[src/reset_startup_pkg.sv]
// Constants and carrier types for the reset and start-up sequencer
`default_nettype none
package reset_startup_pkg;

    // Clock and time base
    localparam int CLK_PERIOD_NS          = 40;
    localparam int TICK_TIME_NS           = 1000;
    localparam int TICK_CYCLES            = TICK_TIME_NS / CLK_PERIOD_NS;
    localparam int TICK_CNT_W             = 5;

    // Power-up delay: 64 ms counted in slow ticks
    localparam int POWERUP_TIME_MS        = 64;
    localparam int POWERUP_TICKS          = POWERUP_TIME_MS * 1000000 / TICK_TIME_NS;
    localparam int POWERUP_CNT_W          = 20;

    // Brown-out glitch filter: least time, rounded up to cycles
    localparam int BROWNOUT_FILTER_TIME_NS = 2000;
    localparam int FILTER_CYCLES          =
        (BROWNOUT_FILTER_TIME_NS + CLK_PERIOD_NS - 1) / CLK_PERIOD_NS;
    localparam int FILTER_CNT_W           = 8;

    // Input synchroniser depth
    localparam int SYNC_STAGES            = 3;

    // Register port
    localparam int ADDR_W                 = 4;
    localparam int DATA_W                 = 8;
    localparam logic [ADDR_W-1:0] CONTROL_OFFSET = 4'h0;
    localparam logic [ADDR_W-1:0] STATUS_OFFSET  = 4'h1;

    // Field positions
    localparam int READY_BIT              = 0;
    localparam int SW_ENABLE_BIT          = 7;
    localparam int ST_CORE_RESET_BIT      = 0;
    localparam int ST_POR_BIT             = 1;
    localparam int ST_BOR_BIT             = 2;
    localparam int ST_TIMER_BIT           = 3;

    // Values after reset
    localparam logic SW_ENABLE_RESET      = 1'b1;

    // Brown-out mode field encodings
    localparam logic [1:0] MODE_ALWAYS_ON = 2'h3;
    localparam logic [1:0] MODE_AWAKE_ON  = 2'h2;
    localparam logic [1:0] MODE_SOFTWARE  = 2'h1;
    localparam logic [1:0] MODE_OFF       = 2'h0;

    // Analogue comparator outputs
    typedef struct packed {
        logic supply_ok;
        logic below_threshold;
        logic detector_ready;
    } analog_in_type;

    // Configuration word fields
    typedef struct packed {
        logic [1:0] brownout_mode_sel;
        logic       powerup_delay_enable_n;
        logic       brownout_level_sel;
    } config_type;

    localparam int SYNC_W = $bits(analog_in_type) + $bits(config_type);

    typedef enum {
        SEQ_POR,
        SEQ_WAIT_BOR,
        SEQ_TIMER,
        SEQ_RUN,
        SEQ_BOR_HOLD
    } seq_state_type;

endpackage
`default_nettype wire

[src/reset_startup_sequencer.sv]
// Device reset and start-up sequencer: power-on, brown-out and power-up delay
//
// Summary of operation
// Supply reported insufficient by power-on detector holds whole device in reset.
// Power-up delay timer gives nominal 64 ms after power-on or brown-out reset.
// Device stays in reset throughout the running power-up delay.
// Power-up delay is active only when its enable bit is zero.
// Power-up delay starts only after power-on and brown-out resets are released.
// Mode field: 11 on, 10 off in Sleep, 01 software, 00 off.
// Brown-out trips only when supply stays low longer than the filter time.
// Mode 11 start-up waits ready and supply; Sleep protected; wake not delayed.
// Mode 10 detector off in Sleep; start-up and wake wait for ready.
// Mode 01 software bit switches detector; start-up waits for nothing.
// Software mode protection starts when ready; Sleep does not change it.
// Detector readiness is a readable bit in the brown-out control register.
// Forced-on modes set ready before the core leaves reset.
// One configuration bit selects the brown-out trip level.
// Core reset held while any reset source or delay is active.
// Software enable is ignored outside software-controlled mode.
//
// Local design decisions: the plain strobed port and the register addresses.
`timescale 1ns/1ps
`default_nettype none
module reset_startup_sequencer #(
    parameter int POWERUP_DELAY_TICKS = reset_startup_pkg::POWERUP_TICKS
) (
    input  wire logic                                SYS_CLK,
    input  wire logic                                RST,
    input  wire reset_startup_pkg::analog_in_type    ANALOG_IN,
    input  wire reset_startup_pkg::config_type       CONFIG_IN,
    input  wire logic                                SLEEP,
    input  wire logic                                WAKE_REQ,
    input  wire logic [reset_startup_pkg::ADDR_W-1:0] ADDR,
    input  wire logic [reset_startup_pkg::DATA_W-1:0] WDATA,
    input  wire logic                                WR,
    input  wire logic                                RD,
    output var  logic [reset_startup_pkg::DATA_W-1:0] RDATA,
    output var  logic                                CORE_RESET,
    output var  logic                                BROWNOUT_ENABLE,
    output var  logic                                BROWNOUT_LEVEL,
    output var  logic                                BROWNOUT_RESET,
    output var  logic                                WAKE_GRANT
);
    import reset_startup_pkg::*;

    logic [SYNC_W-1:0]       raw_in;
    logic [SYNC_W-1:0]       sync1_reg;
    logic [SYNC_W-1:0]       sync2_reg;
    logic [SYNC_W-1:0]       sync3_reg;
    logic [SYNC_W-1:0]       clean_reg;
    analog_in_type           analog_s;
    config_type              config_s;

    logic                    sw_enable_reg;
    logic                    detector_on;
    logic                    ready_now;
    logic                    protect_on;
    logic                    forced_mode;
    logic                    bor_trip_reg;
    logic [FILTER_CNT_W-1:0] filter_cnt_reg;
    logic [TICK_CNT_W-1:0]   tick_cnt_reg;
    logic                    tick;
    logic [POWERUP_CNT_W-1:0] delay_cnt_reg;
    seq_state_type           state_reg;
    seq_state_type           state_next;
    logic                    delay_run;

    assign raw_in = {ANALOG_IN, CONFIG_IN};

    // Three-stage synchronisers; a change is taken once stages two and three agree
    genvar gi;
    generate
        for (gi = 0; gi < SYNC_W; gi = gi + 1) begin : g_sync
            always_ff @(posedge SYS_CLK) begin
                sync1_reg[gi] <= raw_in[gi];
                sync2_reg[gi] <= sync1_reg[gi];
                sync3_reg[gi] <= sync2_reg[gi];
                if (sync2_reg[gi] == sync3_reg[gi]) begin
                    clean_reg[gi] <= sync3_reg[gi];
                end
            end
        end
    endgenerate

    assign analog_s = clean_reg[SYNC_W-1:$bits(config_type)];
    assign config_s = clean_reg[$bits(config_type)-1:0];

    // Detector power per mode; software bit only counts in software mode
    always_comb begin
        case (config_s.brownout_mode_sel)
            MODE_ALWAYS_ON: detector_on = 1'b1;
            MODE_AWAKE_ON:  detector_on = !SLEEP || WAKE_REQ;
            MODE_SOFTWARE:  detector_on = sw_enable_reg;
            default:        detector_on = 1'b0;
        endcase
    end

    // Modes where the field itself forces the detector on
    assign forced_mode = config_s.brownout_mode_sel[1];

    // Ready only while powered; protection follows readiness
    assign ready_now  = detector_on && analog_s.detector_ready;
    assign protect_on = ready_now;

    // Glitch filter: trip only after the low level outlasts the filter time
    always_ff @(posedge SYS_CLK) begin
        if (RST) begin
            filter_cnt_reg <= '0;
            bor_trip_reg   <= 1'b0;
        end else if (!protect_on || !analog_s.below_threshold) begin
            filter_cnt_reg <= '0;
            bor_trip_reg   <= 1'b0;
        end else if (filter_cnt_reg == FILTER_CNT_W'(FILTER_CYCLES)) begin
            bor_trip_reg   <= 1'b1;
        end else begin
            filter_cnt_reg <= filter_cnt_reg + 1'b1;
        end
    end

    // Slow time base for the power-up delay
    always_ff @(posedge SYS_CLK) begin
        if (RST || tick) begin
            tick_cnt_reg <= '0;
        end else begin
            tick_cnt_reg <= tick_cnt_reg + 1'b1;
        end
    end

    assign tick = (tick_cnt_reg == TICK_CNT_W'(TICK_CYCLES - 1));

    // Sequencer: reset sources, readiness wait, power-up delay, run
    always_comb begin
        state_next = state_reg;
        case (state_reg)
            SEQ_POR: begin
                if (analog_s.supply_ok) begin
                    state_next = SEQ_WAIT_BOR;
                end
            end
            SEQ_WAIT_BOR: begin
                if (!analog_s.supply_ok) begin
                    state_next = SEQ_POR;
                end else if (!forced_mode) begin
                    state_next = SEQ_TIMER;
                end else if (ready_now && !analog_s.below_threshold) begin
                    state_next = SEQ_TIMER;
                end
            end
            SEQ_TIMER: begin
                if (!analog_s.supply_ok) begin
                    state_next = SEQ_POR;
                end else if (bor_trip_reg) begin
                    state_next = SEQ_BOR_HOLD;
                end else if (!delay_run) begin
                    state_next = SEQ_RUN;
                end
            end
            SEQ_RUN: begin
                if (!analog_s.supply_ok) begin
                    state_next = SEQ_POR;
                end else if (bor_trip_reg) begin
                    state_next = SEQ_BOR_HOLD;
                end
            end
            SEQ_BOR_HOLD: begin
                if (!analog_s.supply_ok) begin
                    state_next = SEQ_POR;
                end else if (!bor_trip_reg) begin
                    state_next = SEQ_WAIT_BOR;
                end
            end
            default: begin
                state_next = SEQ_POR;
            end
        endcase
    end

    always_ff @(posedge SYS_CLK) begin
        if (RST) begin
            state_reg <= SEQ_POR;
        end else begin
            state_reg <= state_next;
        end
    end

    // Delay runs while the count is short of its end, only when enabled (active low)
    assign delay_run = !config_s.powerup_delay_enable_n &&
                       (delay_cnt_reg != POWERUP_CNT_W'(POWERUP_DELAY_TICKS));

    // Power-up delay counter, cleared in every state before it
    always_ff @(posedge SYS_CLK) begin
        if (RST || state_reg != SEQ_TIMER) begin
            delay_cnt_reg <= '0;
        end else if (tick && delay_run) begin
            delay_cnt_reg <= delay_cnt_reg + 1'b1;
        end
    end

    // Software enable bit of the control register
    always_ff @(posedge SYS_CLK) begin
        if (RST) begin
            sw_enable_reg <= SW_ENABLE_RESET;
        end else if (WR && ADDR == CONTROL_OFFSET) begin
            sw_enable_reg <= WDATA[SW_ENABLE_BIT];
        end
    end

    // Read data, valid in the cycle after the strobe only
    always_ff @(posedge SYS_CLK) begin
        if (RST || !RD) begin
            RDATA <= '0;
        end else begin
            RDATA <= '0;
            case (ADDR)
                CONTROL_OFFSET: begin
                    RDATA[SW_ENABLE_BIT] <= sw_enable_reg;
                    RDATA[READY_BIT]     <= ready_now;
                end
                STATUS_OFFSET: begin
                    RDATA[ST_CORE_RESET_BIT] <= CORE_RESET;
                    RDATA[ST_POR_BIT]        <= !analog_s.supply_ok;
                    RDATA[ST_BOR_BIT]        <= bor_trip_reg;
                    RDATA[ST_TIMER_BIT]      <= (state_reg == SEQ_TIMER);
                end
                default: begin
                    RDATA <= '0;
                end
            endcase
        end
    end

    // Core reset: high in every state except run
    always_ff @(posedge SYS_CLK) begin
        if (RST) begin
            CORE_RESET <= 1'b1;
        end else begin
            CORE_RESET <= (state_next != SEQ_RUN);
        end
    end

    // Analogue controls and brown-out status
    always_ff @(posedge SYS_CLK) begin
        if (RST) begin
            BROWNOUT_ENABLE <= 1'b0;
            BROWNOUT_LEVEL  <= 1'b0;
            BROWNOUT_RESET  <= 1'b0;
        end else begin
            BROWNOUT_ENABLE <= detector_on;
            BROWNOUT_LEVEL  <= config_s.brownout_level_sel;
            BROWNOUT_RESET  <= bor_trip_reg;
        end
    end

    // Wake grant: mode 10 waits for ready, other modes wake at once
    always_ff @(posedge SYS_CLK) begin
        if (RST) begin
            WAKE_GRANT <= 1'b0;
        end else if (!WAKE_REQ || state_reg != SEQ_RUN) begin
            WAKE_GRANT <= 1'b0;
        end else if (config_s.brownout_mode_sel == MODE_AWAKE_ON) begin
            WAKE_GRANT <= ready_now;
        end else begin
            WAKE_GRANT <= 1'b1;
        end
    end

endmodule
`default_nettype wire

[config.mk]
export PLATFORM = sky130hd
export DESIGN_NAME = reset_startup_sequencer
export DESIGN_NICKNAME = d
export VERILOG_FILES = /design/src/reset_startup_pkg.sv /design/src/reset_startup_sequencer.sv
export SDC_FILE = /design/constraint.sdc
export NUM_CORES = 1
export LEC_CHECK = 0
export BUFFER_PORTS_ARGS = -buffer_cell sky130_fd_sc_hd__buf_2
export CAP_MARGIN = 20
export CORE_UTILIZATION = 45
export CTS_BUF_LIST = sky130_fd_sc_hd__clkbuf_16
export DETAILED_ROUTE_END_ITERATION = 16
export GPL_TIMING_DRIVEN = 0
export PLACE_DENSITY_LB_ADDON = 0.25
export SLEW_MARGIN = 40
export SYNTH_ARGS = -nofsm -noshare
export SYNTH_HDL_FRONTEND = slang
export SYNTH_SLANG_ARGS = --single-unit
[constraint.sdc]
create_clock -name SYS_CLK -period 2.2 [get_ports SYS_CLK]
set_input_delay 0.11 -clock SYS_CLK [delete_from_list [all_inputs] [get_ports SYS_CLK]]
set_output_delay 0.11 -clock SYS_CLK [all_outputs]
set_load 0.1 [all_outputs]
Word-level counts from Yosys, hierarchy flattened. Cells that the tools add are included.

Bits in registers: 108.

Bitwise operators: 2. Multiplexer cells: 15. Reduce and logical (&&, ||, !) cells: 24. Equal/unequal tests: 22. Add/subtract/negate cells: 3.

Operator list (count): $mux W32 (11); $pmux W32 S5 (1); $ne A32 B3 Y1 const B (3); $eq A32 B2 Y1 const B (2); $eq A32 B3 Y1 const B (2); $eq A32 B1 Y1 const B (1); $logic_not A32 Y1 (1); $add A20 B1 Y20 const B (1); $ne A20 B16 Y1 const B (1); $add A8 B1 Y8 const B (1); $eq A8 B6 Y1 const B (1); $reduce_or A2 Y1 (4); $eq A1 B1 Y1 (7); $logic_not A1 Y1 (7); $logic_or A1 B1 Y1 (6); $add A5 B1 Y5 const B (1); $eq A5 B5 Y1 const B (1); $logic_and A1 B1 Y1 (5); $eq A2 B2 Y1 const B (2); $eq A4 B1 Y1 const B (1); $logic_not A4 Y1 (1); $pmux W1 S3 (1); $eq A2 B1 Y1 const B (1); $not A1 Y1 (2); 2 further kinds (2).

Logic depth before layout (Yosys ltp).
Depth in word-level cells: 10. Depth in mapped cells: 8. Gate-level depth less buffers: 7.

Least setup slack after synthesis. OpenSTA, ideal clock, no wires.

Kind: register to register. Start: register tick_cnt_reg[0]. End: register delay_cnt_reg[15]. Slack: 0.295 ns. Cell stages (with the launch flop): 8. Period minus slack after synthesis: 1.905 ns. Required time: 2.130 ns. Path buffers: 0. Arrival: 1.835 ns. Path through: dfxtp_1 > inv_1 > ha_1 > nand4b_4 > or2_1 > or4_4 > or3_1 > a21oi_1.

Cells in the longest elaborated chain, start to end: 2.

Ends and longest elaborated chain: start: declaration (RTL line reset_startup_sequencer.sv:61) `logic [TICK_CNT_W-1:0] tick_cnt_reg;`; start signal: assignment (RTL line reset_startup_sequencer.sv:125) `tick_cnt_reg <= tick_cnt_reg + 1'b1;`; $eq A5 B5 Y1 (RTL line reset_startup_sequencer.sv:129) `assign tick = (tick_cnt_reg == TICK_CNT_W'(TICK_CYCLES - 1));`; $logic_and A1 B1 Y1 (RTL line reset_startup_sequencer.sv:194) `end else if (tick && delay_run) begin`; end signal: assignment (RTL line reset_startup_sequencer.sv:195) `delay_cnt_reg <= delay_cnt_reg + 1'b1;`; end: declaration (RTL line reset_startup_sequencer.sv:63) `logic [POWERUP_CNT_W-1:0] delay_cnt_reg;`.

No other way between the ends. A chain may end at the register's enable or synchronous reset.

Worst setup path after layout. Same ends and word-level chain as after synthesis.

==> impl_metrics.csv <==
group,metric,value,unit
run_status,outcome,"finished clean",
clocking,clk_latency,0.34,ns
synth,synthesis.area,0.00361,mm²
synth,synth_common_cells,"98 x dfxtp_1, 38 x nor2_1, 14 x nand3_1",
floorplanning,ios,38,
global_route,grt_pass1_vias,2503,
critical_path,cp-start-kind,"register",
global_route,grt_overflow,0,
global_route,met3_usage,4.27,%
global_route,top_usage_layer,"met2",
critical_path,crit_required,2.47,ns
routing,drc,0,
timing,worstMarginPinSlew,0.533,ns
routing,antenna_left,0,
synth,yosys_warnings,0,
synth,synth-edff-count,7,
place,io_buffers,26,
clocking,cts_tree,"done",
power,p_seq_share,54.8,%
routing,drt_iter0_markers,84,
timing,fmax,494,MHz
timing,finalClockSkew,0.00783,ns
global_route,antenna_found_initial,0,
synth,yosys.cell_types.count,49,
synth,ys_seq_elements,105,
global_route,track_usage,16.1,%
synth,ys_top_cells_by_area,"dfxtp_1 54%, edfxtp_1 5.8%, nor2_1 4.0%",
floorplanning,die_x,91.6,µm
synth,syn_avg_cell_area,10.8,µm²
critical_path,crit_chain,"inv_1 -> ha_1 -> nand4b_4 -> or2_1 -> or4_4 -> or3_1 -> a21oi_1",
cells_and_area,layout-drive-gt1-share,12.9,%
synth,ys_seq_area_share,60.2,%
timing,hold_viol,0,
critical_path,critPathCaptureType,"register",
power,netSwitchingPower,0.847,mW
critical_path,crit_arrival,2.29,ns
synth,yosysTopAreaCell,"dfxtp_1",
clocking,cts_root_buf,"clkbuf_16",
floorplanning,core_area,0.00773,mm²
cells_and_area,design_area,0.00438,mm²
floorplanning,row_count,32,
power,power.internal,2.84,mW
timing,slew_violations,0,
cells_and_area,nets,444,
place,placed_area,0.00398,mm²
power,p_per_area,841,mW/mm²
power,p_leak,1.71,nW
power,p_clk_share,41.1,%
cells_and_area,fillers,689,
synth,synth.most_common_cell,"dfxtp_1",
power,total_power,3.69,mW
timing,finalSetupTns,0,ns
clocking,h-tree-depth,3,
timing,fin_crit_sh,91.9,%
global_route,grt_max_degree,20,
routing,drt_wl_total,6.15,mm
critical_path,slowest_delay,0.47,ns
timing,setup_viol,0,
floorplanning,start_util,46.7,%
place,post-dp-hpwl,4.34,mm
floorplanning,die_area,0.00838,mm²
routing,vias_per_cell,4.91,
clocking,clkSlewWorstSetupHoldPaths,0.07,ns
job,maxCapViolCount,0,
routing,num_vias,2553,
timing,slew_headroom,64.3,%
place,finalWeightedCongestion,0.832,
clocking,cts.sinks,105,
power,peakVddDrop,0.528,mV
clocking,numCtsBuffers,9,
synth,yosys_most_used_dff,"dfxtp_1",
global_route,grt_pass1_wl,10.7,mm
cells_and_area,largest_reg_flops,32,
global_route,grtUsageMet1,17.5,%
timing,min_period,2.02,ns
synth,async_flop_share,0,%
cells_and_area,syn2layout_area_growth,21.5,%
clocking,clock_path_buffers,2,
floorplanning,die_h,91.6,µm
timing,hold_slack,0.0695,ns
critical_path,crit_fanout,8,
critical_path,crit_type,"register to register",
routing,wl_per_cell,11.8,µm
cells_and_area,n_antenna_cell,0,
worst_hold_path,min_path_type,"input pin to register",
power,power_frac_comb,4.1,%
critical_path,critical_path.slowest_cell,"or4_4",
power,p_sw_share,23.0,%
synth,syn_inst,335,
routing,dr.pass1.iters,4,
synth,synth_top_area_share,54.4,%
global_route,grtUsageMet2,29.3,%
layer usage:
| metal | part of all wire [%] | vias up |
|---|---|---|
| li1 | - | 1311 |
| met1 | 45 | 1207 |
| met2 | 51 | 29 |
| met3 | 2.8 | 6 |
| met4 | 1.1 | 0 |
| met5 | 0 | - |
repair_timing:
action                     4_1_cts  5_1_grt
gates resized for setup          1        2
hold endpoints to repair         9        0
hold buffers                     9        0
setup endpoints to repair        6       13
pin swaps                        0        1
buffers inserted                 0        1
cloned                           0        0
layout by cell type (no fill, tap or decap), types with 2 or more instances in the layout:
| master | synthesis | final |
|---|---|---|
| a21oi_1 | 13 | 13 |
| and3_1 | 5 | 5 |
| and4_1 | 3 | 3 |
| buf_2 | 0 | 26 |
| buf_4 | 4 | 5 |
| clkbuf_1 | 6 | 5 |
| clkbuf_16 | 0 | 9 |
| conb_1 | 1 | 32 |
| dfxtp_1 | 98 | 98 |
| dlygate4sd3_1 | 0 | 9 |
| edfxtp_1 | 7 | 7 |
| ha_1 | 6 | 6 |
| inv_1 | 10 | 10 |
| inv_8 | 0 | 2 |
| mux2i_1 | 2 | 2 |
| nand2_1 | 10 | 10 |
| nand2b_1 | 6 | 6 |
| nand3_1 | 14 | 13 |
| nand3b_1 | 2 | 2 |
| nand4_1 | 8 | 8 |
| nand4b_1 | 2 | 2 |
| nor2_1 | 38 | 38 |
| nor2b_1 | 4 | 4 |
| nor3_1 | 3 | 3 |
| nor3b_1 | 5 | 5 |
| nor4_1 | 12 | 12 |
| o2111ai_1 | 2 | 2 |
| o211ai_1 | 3 | 3 |
| o21ai_0 | 9 | 9 |
| o31ai_1 | 4 | 4 |
| or3_1 | 8 | 8 |
| or4_1 | 5 | 5 |
| xnor2_1 | 13 | 13 |
| xor2_1 | 13 | 13 |
final cells by class:
type	instances	area (µm²)	area share (%)
repair buffers	36	228	5.19
multi-input cells	241	1480	33.6
plain buffers	10	53.8	1.23
well taps	102	128	2.91
inverters	10	37.5	0.856
flip-flops and latches	105	2170	49.5
clock inverters	7	65.1	1.48
clock buffers	9	225	5.14
power by group through the flow:
| stage | clock (mW) | combinational, mW | sequential [mW] |
|---|---|---|---|
| after floorplan | 0 | 0.0834 | 2.08 |
| after global placement | 0 | 0.135 | 2.06 |
| after detailed placement | 0 | 0.137 | 2.07 |
| after CTS | 1.57 | 0.150 | 2.02 |
| after global routing | 1.63 | 0.165 | 2.03 |
| final | 1.52 | 0.151 | 2.02 |
worst paths after layout:
path                    from  slack [ns]                end  depth (start not counted)
min reg2reg     sync1_reg[4]        0.33       sync2_reg[4]                          0
max          tick_cnt_reg[0]        0.18  delay_cnt_reg[15]                          7
min                       RD        0.07           RDATA[0]                          3
max reg2reg  tick_cnt_reg[0]        0.18  delay_cnt_reg[15]                          7
logic make-up (layout without fill, tap and decap cells):
group | count (synthesis) | in the layout | synth area share [%]
AND/OR/NAND/NOR | 134 | 134 | 21.0
flip-flops | 105 | 105 | 60.2
AO/OA/AOI/OAI | 41 | 41 | 7.28
XOR/XNOR | 26 | 26 | 6.31
buffers and inverters | 20 | 72 | 2.50
adder cells (fa/ha/maj) | 6 | 6 | 2.08
multiplexers | 2 | 2 | 0.555
other | 1 | 32 | 0.104
worst max-delay path, delay by kind of cell (launching register included):
kind,cells,cell delay (ns)
DFF,1,0.34
and+or+nand+nor,4,1.22
adders and majority gates,1,0.19
buffers and inverters,1,0.06
AOI/OAI and AO/OA,1,0.14
through the flow:
step                      worst slack, ns  util, %  cells
after floorplan                     0.295        -    366
after global placement            0.00268     51.6    494
after detailed placement          -0.0434     51.6    494
after CTS                          0.0170     56.5    519
after global routing              -0.0145     56.7    520
final                               0.178     56.7    520
Power figures use the tool's default switching activity.
